$ cat config.mk
export PLATFORM = sky130hd
export DESIGN_NAME = tfl_family
export DESIGN_NICKNAME = d
export VERILOG_FILES = /design/src/hw/tfl_d_cell.v /design/src/hw/tfl_family.v /design/src/hw/tfl_jk_cell.v
export VERILOG_INCLUDE_DIRS = /design/src /design/src/hw
export SDC_FILE = /design/constraint.sdc
export NUM_CORES = 1
export LEC_CHECK = 0
export BUFFER_PORTS_ARGS = -buffer_cell sky130_fd_sc_hd__buf_4
export CELL_PAD_IN_SITES_DETAIL_PLACEMENT = 0
export CELL_PAD_IN_SITES_GLOBAL_PLACEMENT = 2
export CORE_UTILIZATION = 29
export CTS_BUF_LIST = sky130_fd_sc_hd__clkbuf_8
export DETAILED_ROUTE_END_ITERATION = 8
export HOLD_SLACK_MARGIN = 0.1
export PLACE_DENSITY = 0.85
export SETUP_SLACK_MARGIN = 0.4
export SLEW_MARGIN = 10
export SYNTH_ARGS = -nofsm -noshare
export SYNTH_HDL_FRONTEND = slang
export SYNTH_SLANG_ARGS = --single-unit
$ cat constraint.sdc
create_clock -name sys_clk -period 1.9 [get_ports sys_clk]
set_input_delay 0.095 -clock sys_clk [delete_from_list [all_inputs] [get_ports sys_clk]]
set_output_delay 0.095 -clock sys_clk [all_outputs]
set_load 0.03 [all_outputs]
$ cat src/hw/tfl_defines.vh
/*
 * shared constants for the storage element family.
 * assumes plain verilog-2005 and inclusion by bare name.
 */
`ifndef TFL_DEFINES_VH
`define TFL_DEFINES_VH

// bit position of each half inside two-bit element buses
`define TFL_HALF_A 0
`define TFL_HALF_B 1
// number of latches in the quad block
`define TFL_LATCH_N 4
// reset value of stored state and output pairs
`define TFL_RST_Q 1'h0
`define TFL_RST_QN 1'h1
// edge-detect history after reset matches the idle clock level
`define TFL_RST_HIST 1'h0
// latches sharing one strobe
`define TFL_PAIR_SIZE 2

`endif

$ cat src/hw/tfl_d_cell.v
/*
 * one positive-edge d storage cell with steering stage.
 * assumes the element clock is a synchronous input.
 */
`include "tfl_defines.vh"

module tfl_d_cell (
	input wire sys_clk,
	input wire reset,
	input wire clk_in,
	input wire d_in,
	input wire set_n,
	input wire clr_n,
	output reg q_reg,
	output reg qn_reg
);

	reg clk_prev_reg;
	reg steer_reg;
	reg q_next;

	// storage next value; direct inputs override the clock
	always @* begin
		q_next = q_reg;
		if (!clr_n) begin
			q_next = 1'h0;
		end else if (!set_n) begin
			q_next = 1'h1;
		end else if (!clk_prev_reg && clk_in) begin
			q_next = steer_reg;
		end
	end

	// steering stage tracks d only in the low phase
	always @(posedge sys_clk) begin
		if (reset) begin
			clk_prev_reg <= `TFL_RST_HIST;
			steer_reg <= `TFL_RST_Q;
			q_reg <= `TFL_RST_Q;
			qn_reg <= `TFL_RST_QN;
		end else begin
			clk_prev_reg <= clk_in;
			if (!clk_in) begin
				steer_reg <= d_in;
			end
			q_reg <= q_next;
			qn_reg <= ~q_next;
		end
	end

endmodule

$ cat src/hw/tfl_family.v
/*
 * storage element family: single j-k with anded inputs, dual
 * j-k with clear only, dual j-k with set and clear, dual d,
 * and quad latch with strobes shared per pair.
 * assumes every element clock, strobe, data and direct input
 * is synchronous to sys_clk and held at least two cycles per
 * level, so each edge is seen; direct inputs are active low.
 */
`include "tfl_defines.vh"

module tfl_family (
	input wire sys_clk,
	input wire reset,
	// single j-k element
	input wire sjk_clk,
	input wire [2:0] sjk_j,
	input wire [2:0] sjk_k,
	input wire sjk_set_n,
	input wire sjk_clr_n,
	output wire sjk_q,
	output wire sjk_qn,
	// first dual j-k, clear only
	input wire [1:0] cjk_clk,
	input wire [1:0] cjk_j,
	input wire [1:0] cjk_k,
	input wire [1:0] cjk_clr_n,
	output wire [1:0] cjk_q,
	output wire [1:0] cjk_qn,
	// second dual j-k, set and clear
	input wire [1:0] pjk_clk,
	input wire [1:0] pjk_j,
	input wire [1:0] pjk_k,
	input wire [1:0] pjk_set_n,
	input wire [1:0] pjk_clr_n,
	output wire [1:0] pjk_q,
	output wire [1:0] pjk_qn,
	// dual d element
	input wire [1:0] dd_clk,
	input wire [1:0] dd_d,
	input wire [1:0] dd_set_n,
	input wire [1:0] dd_clr_n,
	output wire [1:0] dd_q,
	output wire [1:0] dd_qn,
	// quad latch; strobe 0 gates latches 0-1, strobe 1 gates 2-3
	input wire [1:0] lat_strobe,
	input wire [3:0] lat_d,
	output reg [3:0] lat_q_reg,
	output reg [3:0] lat_qn_reg
);

	wire sjk_j_all;
	wire sjk_k_all;

	// and-input groups ahead of the single cell
	assign sjk_j_all = &sjk_j;
	assign sjk_k_all = &sjk_k;

	// single cell; its outputs are cell flip-flops
	tfl_jk_cell u_sjk (
		.sys_clk(sys_clk),
		.reset(reset),
		.clk_in(sjk_clk),
		.j_in(sjk_j_all),
		.k_in(sjk_k_all),
		.set_n(sjk_set_n),
		.clr_n(sjk_clr_n),
		.q_reg(sjk_q),
		.qn_reg(sjk_qn)
	);

	// dual elements, one cell per half
	genvar h;
	generate
		for (h = `TFL_HALF_A; h <= `TFL_HALF_B; h = h + 1) begin : g_half
			// clear-only halves: set tied inactive
			tfl_jk_cell u_cjk (
				.sys_clk(sys_clk),
				.reset(reset),
				.clk_in(cjk_clk[h]),
				.j_in(cjk_j[h]),
				.k_in(cjk_k[h]),
				.set_n(1'h1),
				.clr_n(cjk_clr_n[h]),
				.q_reg(cjk_q[h]),
				.qn_reg(cjk_qn[h])
			);
			// both direct inputs per half
			tfl_jk_cell u_pjk (
				.sys_clk(sys_clk),
				.reset(reset),
				.clk_in(pjk_clk[h]),
				.j_in(pjk_j[h]),
				.k_in(pjk_k[h]),
				.set_n(pjk_set_n[h]),
				.clr_n(pjk_clr_n[h]),
				.q_reg(pjk_q[h]),
				.qn_reg(pjk_qn[h])
			);
			// d halves take d from the last low-phase cycle before the edge
			tfl_d_cell u_dd (
				.sys_clk(sys_clk),
				.reset(reset),
				.clk_in(dd_clk[h]),
				.d_in(dd_d[h]),
				.set_n(dd_set_n[h]),
				.clr_n(dd_clr_n[h]),
				.q_reg(dd_q[h]),
				.qn_reg(dd_qn[h])
			);
		end
	endgenerate

	// quad latch: a sampled latch costs one cycle of lag, but
	// keeps every output on a flip-flop; the value held after
	// the strobe falls is d of the last high cycle
	genvar l;
	generate
		for (l = 0; l < `TFL_LATCH_N; l = l + 1) begin : g_latch
			always @(posedge sys_clk) begin
				if (reset) begin
					lat_q_reg[l] <= `TFL_RST_Q;
					lat_qn_reg[l] <= `TFL_RST_QN;
				end else if (lat_strobe[l / `TFL_PAIR_SIZE]) begin
					lat_q_reg[l] <= lat_d[l];
					lat_qn_reg[l] <= ~lat_d[l];
				end
				// strobe low: hold last value
			end
		end
	endgenerate

	// outputs are each driven by one flip-flop only

endmodule

$ cat src/hw/tfl_jk_cell.v
/*
 * one master-slave j-k storage cell with sampled clock edges.
 * assumes a single system clock; the element clock is a
 * synchronous input, and direct inputs are active low.
 */
`include "tfl_defines.vh"

module tfl_jk_cell (
	input wire sys_clk,
	input wire reset,
	input wire clk_in,
	input wire j_in,
	input wire k_in,
	input wire set_n,
	input wire clr_n,
	output reg q_reg,
	output reg qn_reg
);

	reg clk_prev_reg;
	reg master_reg;
	reg master_lock_reg;
	reg slave_next;

	// slave next value; direct inputs win, else master on fall
	always @* begin
		slave_next = q_reg;
		if (!clr_n) begin
			slave_next = 1'h0; // clear wins when both low
		end else if (!set_n) begin
			slave_next = 1'h1;
		end else if (clk_prev_reg && !clk_in) begin
			slave_next = master_reg;
		end
	end

	// master captures once per high phase, slave on falling edge
	always @(posedge sys_clk) begin
		if (reset) begin
			clk_prev_reg <= `TFL_RST_HIST;
			master_reg <= `TFL_RST_Q;
			master_lock_reg <= `TFL_RST_HIST;
			q_reg <= `TFL_RST_Q;
			qn_reg <= `TFL_RST_QN;
		end else begin
			clk_prev_reg <= clk_in;
			q_reg <= slave_next;
			qn_reg <= ~slave_next;
			if (!clr_n) begin
				master_reg <= 1'h0;
				master_lock_reg <= clk_in;
			end else if (!set_n) begin
				master_reg <= 1'h1;
				master_lock_reg <= clk_in;
			end else if (!clk_in) begin
				// low phase: inputs ignored, master re-armed
				master_lock_reg <= 1'h0;
				master_reg <= q_reg;
			end else if (!master_lock_reg) begin
				// first high cycle takes the input once
				master_lock_reg <= 1'h1;
				case ({j_in, k_in})
				2'h0: master_reg <= q_reg;
				2'h1: master_reg <= 1'h0;
				2'h2: master_reg <= 1'h1;
				2'h3: master_reg <= ~q_reg;
				default: master_reg <= q_reg;
				endcase
			end
		end
	end

endmodule
* After elaboration in Yosys (flattened, before gate mapping)
Index checks and enable logic that the tools add are counted.
** Storage, ports and cells
- Bits in writable memories :: 0
- Bits in read-only memories :: 0
- Register bits :: 41
- Memories kept :: 0
- Bits in latches :: 0
** Operators by class
- Shift-type cells :: 0
- Order comparisons :: 0
- Equal/unequal tests :: 20
- Div/mod/pow operators :: 0
- Multiplexer cells :: 50
- Bitwise gates (word level) :: 21
- Reduce and logical (&&, ||, !) cells :: 26
- Add/subtract/negate cells :: 0
- Multiply operators :: 0
** Operators with widths (number)
- 1-bit 2-to-1 mux :: 45
- 1-bit NOT :: 21
- 2-bit equality test, second input constant :: 10
- 1-bit case mux with 4 select lines :: 5
- 2-bit by 1-bit equality test with 1-bit output, second input constant :: 5
- 2-bit logical NOT :: 5
- 2-bit OR reduction :: 5
- 3-bit != test, second input constant :: 3
- 1-bit logical AND :: 7
- 1-bit logical NOT :: 7
- 3-bit AND reduction :: 2
- 2-bit != test, second input constant :: 2

* Logic depth before layout (Yosys ltp)
- Word-level depth :: 6
- Mapped depth :: 3
- Mapped depth without buffers :: 3

* Cells and area by module
Synthesis repeated with hierarchy kept, for this count alone.
** Second synthesis, totals
- Cell total of the unflattened synthesis :: 143
- Area, all modules :: 1421.4 um2
** By module, submodules not included
- tfl_jk_cell :: times used 5, cells an instance 17, seq. area each 80.1 um2, area each 162.7 um2
- tfl_d_cell :: times used 2, cells an instance 13, seq. area each 80.1 um2, area each 153.9 um2
- tfl_family :: times used 1, cells an instance 32, seq. area each 160.2 um2, area each 300.3 um2

* Worst setup path before layout
OpenSTA, ideal clock, no wires.
- Path kind :: flip-flop to flip-flop
- From :: register u_sjk.q_reg
- To :: register u_sjk.master_reg
- Arrival time :: 0.932 ns
- Path buffers :: 0
- Cell stages (with the launch flop) :: 4
- Library setup time :: 0.135 ns
- Slack :: 0.834 ns
- Data required time :: 1.765 ns
- Cell sequence :: dfxtp_1 and4bb_1 nand3_1 a41oi_2
** Between the ends
- Longest elaborated chain between the ends :: 5
** RTL lines
- start, declared :: RTL line tfl_jk_cell.v:16 : output reg q_reg,
- start signal, assigned :: RTL line tfl_jk_cell.v:43 : q_reg <= `TFL_RST_Q;
- start signal, assigned :: RTL line tfl_jk_cell.v:47 : q_reg <= slave_next;
- 1-bit NOT :: RTL line tfl_jk_cell.v:66 : 2'h3: master_reg <= ~q_reg;
- 1-bit case mux with 4 select lines :: RTL line tfl_jk_cell.v:62 : case ({j_in, k_in})
- 1-bit 2-to-1 mux :: RTL line tfl_jk_cell.v:59 : end else if (!master_lock_reg) begin
- 1-bit 2-to-1 mux (*) :: RTL line tfl_jk_cell.v:55 : end else if (!clk_in) begin
- 1-bit 2-to-1 mux (*) :: RTL line tfl_jk_cell.v:52 : end else if (!set_n) begin
- end signal, assigned :: RTL line tfl_jk_cell.v:58 : master_reg <= q_reg;
- end signal, assigned :: RTL line tfl_jk_cell.v:63 : 2'h0: master_reg <= q_reg;
- end signal, assigned :: RTL line tfl_jk_cell.v:66
- end, declared :: RTL line tfl_jk_cell.v:21 : reg master_reg;
Mark *: on every way between the ends. The rest lies on a longest branch, timed or not. The select of a mux whose other input is x is not followed.
A chain may end at the register's enable or synchronous reset.

* Final worst setup path
- From :: register g_half[0].u_dd.clk_prev_reg
- To :: register g_half[0].u_dd.q_reg
** Between the ends
- Longest elaborated chain between the ends :: 5
** RTL lines
- start, declared :: RTL line tfl_d_cell.v:18 : reg clk_prev_reg;
- start signal, assigned :: RTL line tfl_d_cell.v:37 : clk_prev_reg <= `TFL_RST_HIST;
- start signal, assigned :: RTL line tfl_d_cell.v:42 : clk_prev_reg <= clk_in;
- 1-bit logical NOT :: RTL line tfl_d_cell.v:29 : end else if (!clk_prev_reg && clk_in) begin
- 1-bit logical AND :: RTL line tfl_d_cell.v:29
- 1-bit 2-to-1 mux :: RTL line tfl_d_cell.v:29
- 1-bit 2-to-1 mux :: RTL line tfl_d_cell.v:27 : end else if (!set_n) begin
- 1-bit 2-to-1 mux :: RTL line tfl_d_cell.v:25 : if (!clr_n) begin
- end signal, assigned :: RTL line tfl_d_cell.v:39 : q_reg <= `TFL_RST_Q;
- end signal, assigned :: RTL line tfl_d_cell.v:46 : q_reg <= q_next;
- end, declared :: RTL line tfl_d_cell.v:14 : output reg q_reg,
No other way between the ends.

==> flow_summary.yaml <==
run_status:
  status: "finished clean"
power:
  share_seq_of_total_power: 0.487
  p_leak_nw: 1.00
  comb_power_share: 0.166
  max-vdd-ir-drop_mv: 0.244
  p_switching_w: 0.000393
  p_int_w: 0.00127
  p_sw_frac: 0.236
  power_w: 0.00166
  p_per_area_mw_per_mm2: 738
  p_clk_frac: 0.347
worst_setup_path:
  worst-setup-path-type: "reg2reg"
  cp.arrival_ns: 1.61
  cp-end-kind: "register"
  crit_chain: "nand2b_2 > mux2i_1 > a211oi_1 > dlygate4sd3_1"
  crit_fanout: 2
  max_stage_delay_ns: 0.56
  slowest_stage: "dlygate4sd3_1"
  cp-start-kind: "register"
  worst_ep_required_time_ns: 2.07
routing:
  avgViaCountPerCell: 4.29
  drt_iter0_drc: 63
  ant_nets: 0
  wl_per_cell_um: 11.5
  vias: 1267
  drt-total-wl_um: 3390
  firstDrtPassIters: 4
  drc: 0
timing:
  period_share: 0.755
  skew_ns: 0.00465
  fmax_ghz: 0.697
  max-slew-margin-rel: 0.814
  post-route-min-period_ns: 1.43
  setup-violations-final: 0
  hold_viol_final: 0
  finalWorstSetupSlack_ns: 0.466
  tns_ns: 0
  tightest_slew_ns: 0.279
  holdWs_ns: 0.113
  slew_violations: 0
  grt_setup_unrepaired: "true"
global_routing:
  grt_util_met2: 0.208
  grt_util_met1: 0.156
  grt-ovfl-total: 0
  first_global_vias: 1213
  groute.usage.overall: 0.129
  antenna_found_initial: 0
  grt_use_met3: 0.0389
  top_usage_layer: "met2"
  grt_pass1_wl_um: 5110
  grt_max_degree: 27
yosys:
  syn_inst: 145
  yosys.cell_types.count: 23
  postSynthAreaPerCell_um2: 9.87
  synth_area_mm2: 0.00143
  ys_ff_latch: 36
  syn_nets: 188
  seq_area_frac_synth: 0.503
  ys.warnings.count: 0
hold_path:
  holdCritPathClass: "in2reg"
cells_and_area:
  multi_input_area_um2: 599
  area_growth_pct: 57.3
  drive_above_1_share: 0.325
  layout_common_cells: "buf_4 (64), dfxtp_1 (36), dlygate4sd3_1 (26)"
  seq_area_um2: 721
  nFillCells: 481
  final_common_cell: "buf_4"
  antenna_cells: 0
  final_nets: 271
  design_area_mm2: 0.00225
die:
  coreArea_mm2: 0.00472
  io_pins: 65
  die_y_um: 72.3
  start_util: 0.303
  die_area_mm2: 0.00522
  die_x_um: 72.3
  rows: 25
clock_network:
  postCtsSetupBuffers: 0
  clk_pin_slew_ns: 0.07
  clock_sinks: 36
  cts-root-buf: "clkbuf_8"
  cts_buffers: 5
  clockBufferDepth: 2
  clk_latency_ns: 0.28
  h-tree-depth: 2
  ctsResizeCount: 0
  cts_tree: "yes"
placed_design:
  dp_hpwl_um: 2400
  gp_congestion: 0.744
  place_ws_ns: 0.891
  dpl_cell_area_mm2: 0.00190
  port_buffers: 64
job:
  maxCapViolations: 0
-- worst max-delay path, delay by kind of cell (launching register included) --
kind / cells / cell delay [ns]
multiplexers: 1 / 0.20
AO/OA/AOI/OAI: 1 / 0.10
AND/OR/NAND/NOR: 1 / 0.17
flip-flops: 1 / 0.30
buffers and inverters: 1 / 0.56
-- cells in the mapped netlist --
| cell | instances | area (µm²) |
|---|---|---|
| a21oi_1 | 9 | 45.0 |
| nor2b_1 | 10 | 62.6 |
| dfxtp_1 | 36 | 721 |
| inv_1 | 3 | 11.3 |
| nor3b_1 | 2 | 15.0 |
| nand2b_1 | 18 | 113 |
| nand2b_2 | 2 | 17.5 |
| a211o_1 | 2 | 17.5 |
| mux2i_1 | 11 | 110 |
| a31oi_1 | 3 | 18.8 |
| a211oi_1 | 2 | 15.0 |
| o21a_1 | 2 | 15.0 |
| nand2_1 | 8 | 30.0 |
| and4bb_1 | 1 | 12.5 |
| buf_2 | 2 | 10.0 |
| a41oi_2 | 1 | 16.3 |
| nand3_1 | 2 | 10.0 |
| o21ai_1 | 4 | 20.0 |
| buf_4 | 12 | 90.1 |
| o21ai_0 | 7 | 35.0 |
| and2_1 | 2 | 12.5 |
| nor2_1 | 3 | 11.3 |
| a21o_1 | 3 | 22.5 |
-- power by group through the flow --
stage / Sequential [W] / Combinational, W / Clock, W
after floorplan: 0.000845 / 0.000102 / 0
after global placement: 0.000825 / 0.000226 / 0
after detailed placement: 0.000827 / 0.000232 / 0
after CTS: 0.000810 / 0.000277 / 0.000601
after global routing: 0.000814 / 0.000295 / 0.000625
final: 0.000810 / 0.000276 / 0.000577
-- stage by stage --
stage,instances,util
floorplan,145,-
global route,295,0.477
detailed placement,262,0.401
CTS,295,0.477
finish,295,0.477
global placement,262,0.401
-- routing by layer --
metal	up-vias	routed length [µm]
met1	574	1520
met4	0	61
met5	-	0
met3	5	214
li1	645	-
met2	43	1590
-- cell type report --
class / count / area share
clock buffer: 7 / 0.0428
inverter: 3 / 0.00500
multi-input combinational: 92 / 0.266
sequential: 36 / 0.320
tap: 67 / 0.0372
timing repair buffer: 90 / 0.329
-- repair_timing --
item | 4_1_cts | 5_1_grt
hold buffers | 26 | 0
hold endpoints to repair | 31 | 0
setup endpoints to repair | 0 | 2
-- logic make-up after synthesis --
family	count (synthesis)	share of synthesized area
flops	36	0.503
compound gates	33	0.143
buf+inv	17	0.0778
simple gates	48	0.198
mux	11	0.0769
-- path summary, 6_finish.rpt --
check	start	end	slack, ns	depth (start not counted)
hold / removal	pjk_clr_n[1]	g_half[1].u_pjk.master_reg	0.11	3
setup / recovery	g_half[0].u_dd.clk_prev_reg	g_half[0].u_dd.q_reg	0.47	4
hold reg to reg	lat_q_reg[2]	lat_q_reg[2]	0.48	2
setup reg to reg	g_half[0].u_dd.clk_prev_reg	g_half[0].u_dd.q_reg	0.47	4
(Power assumes the default switching activity.)
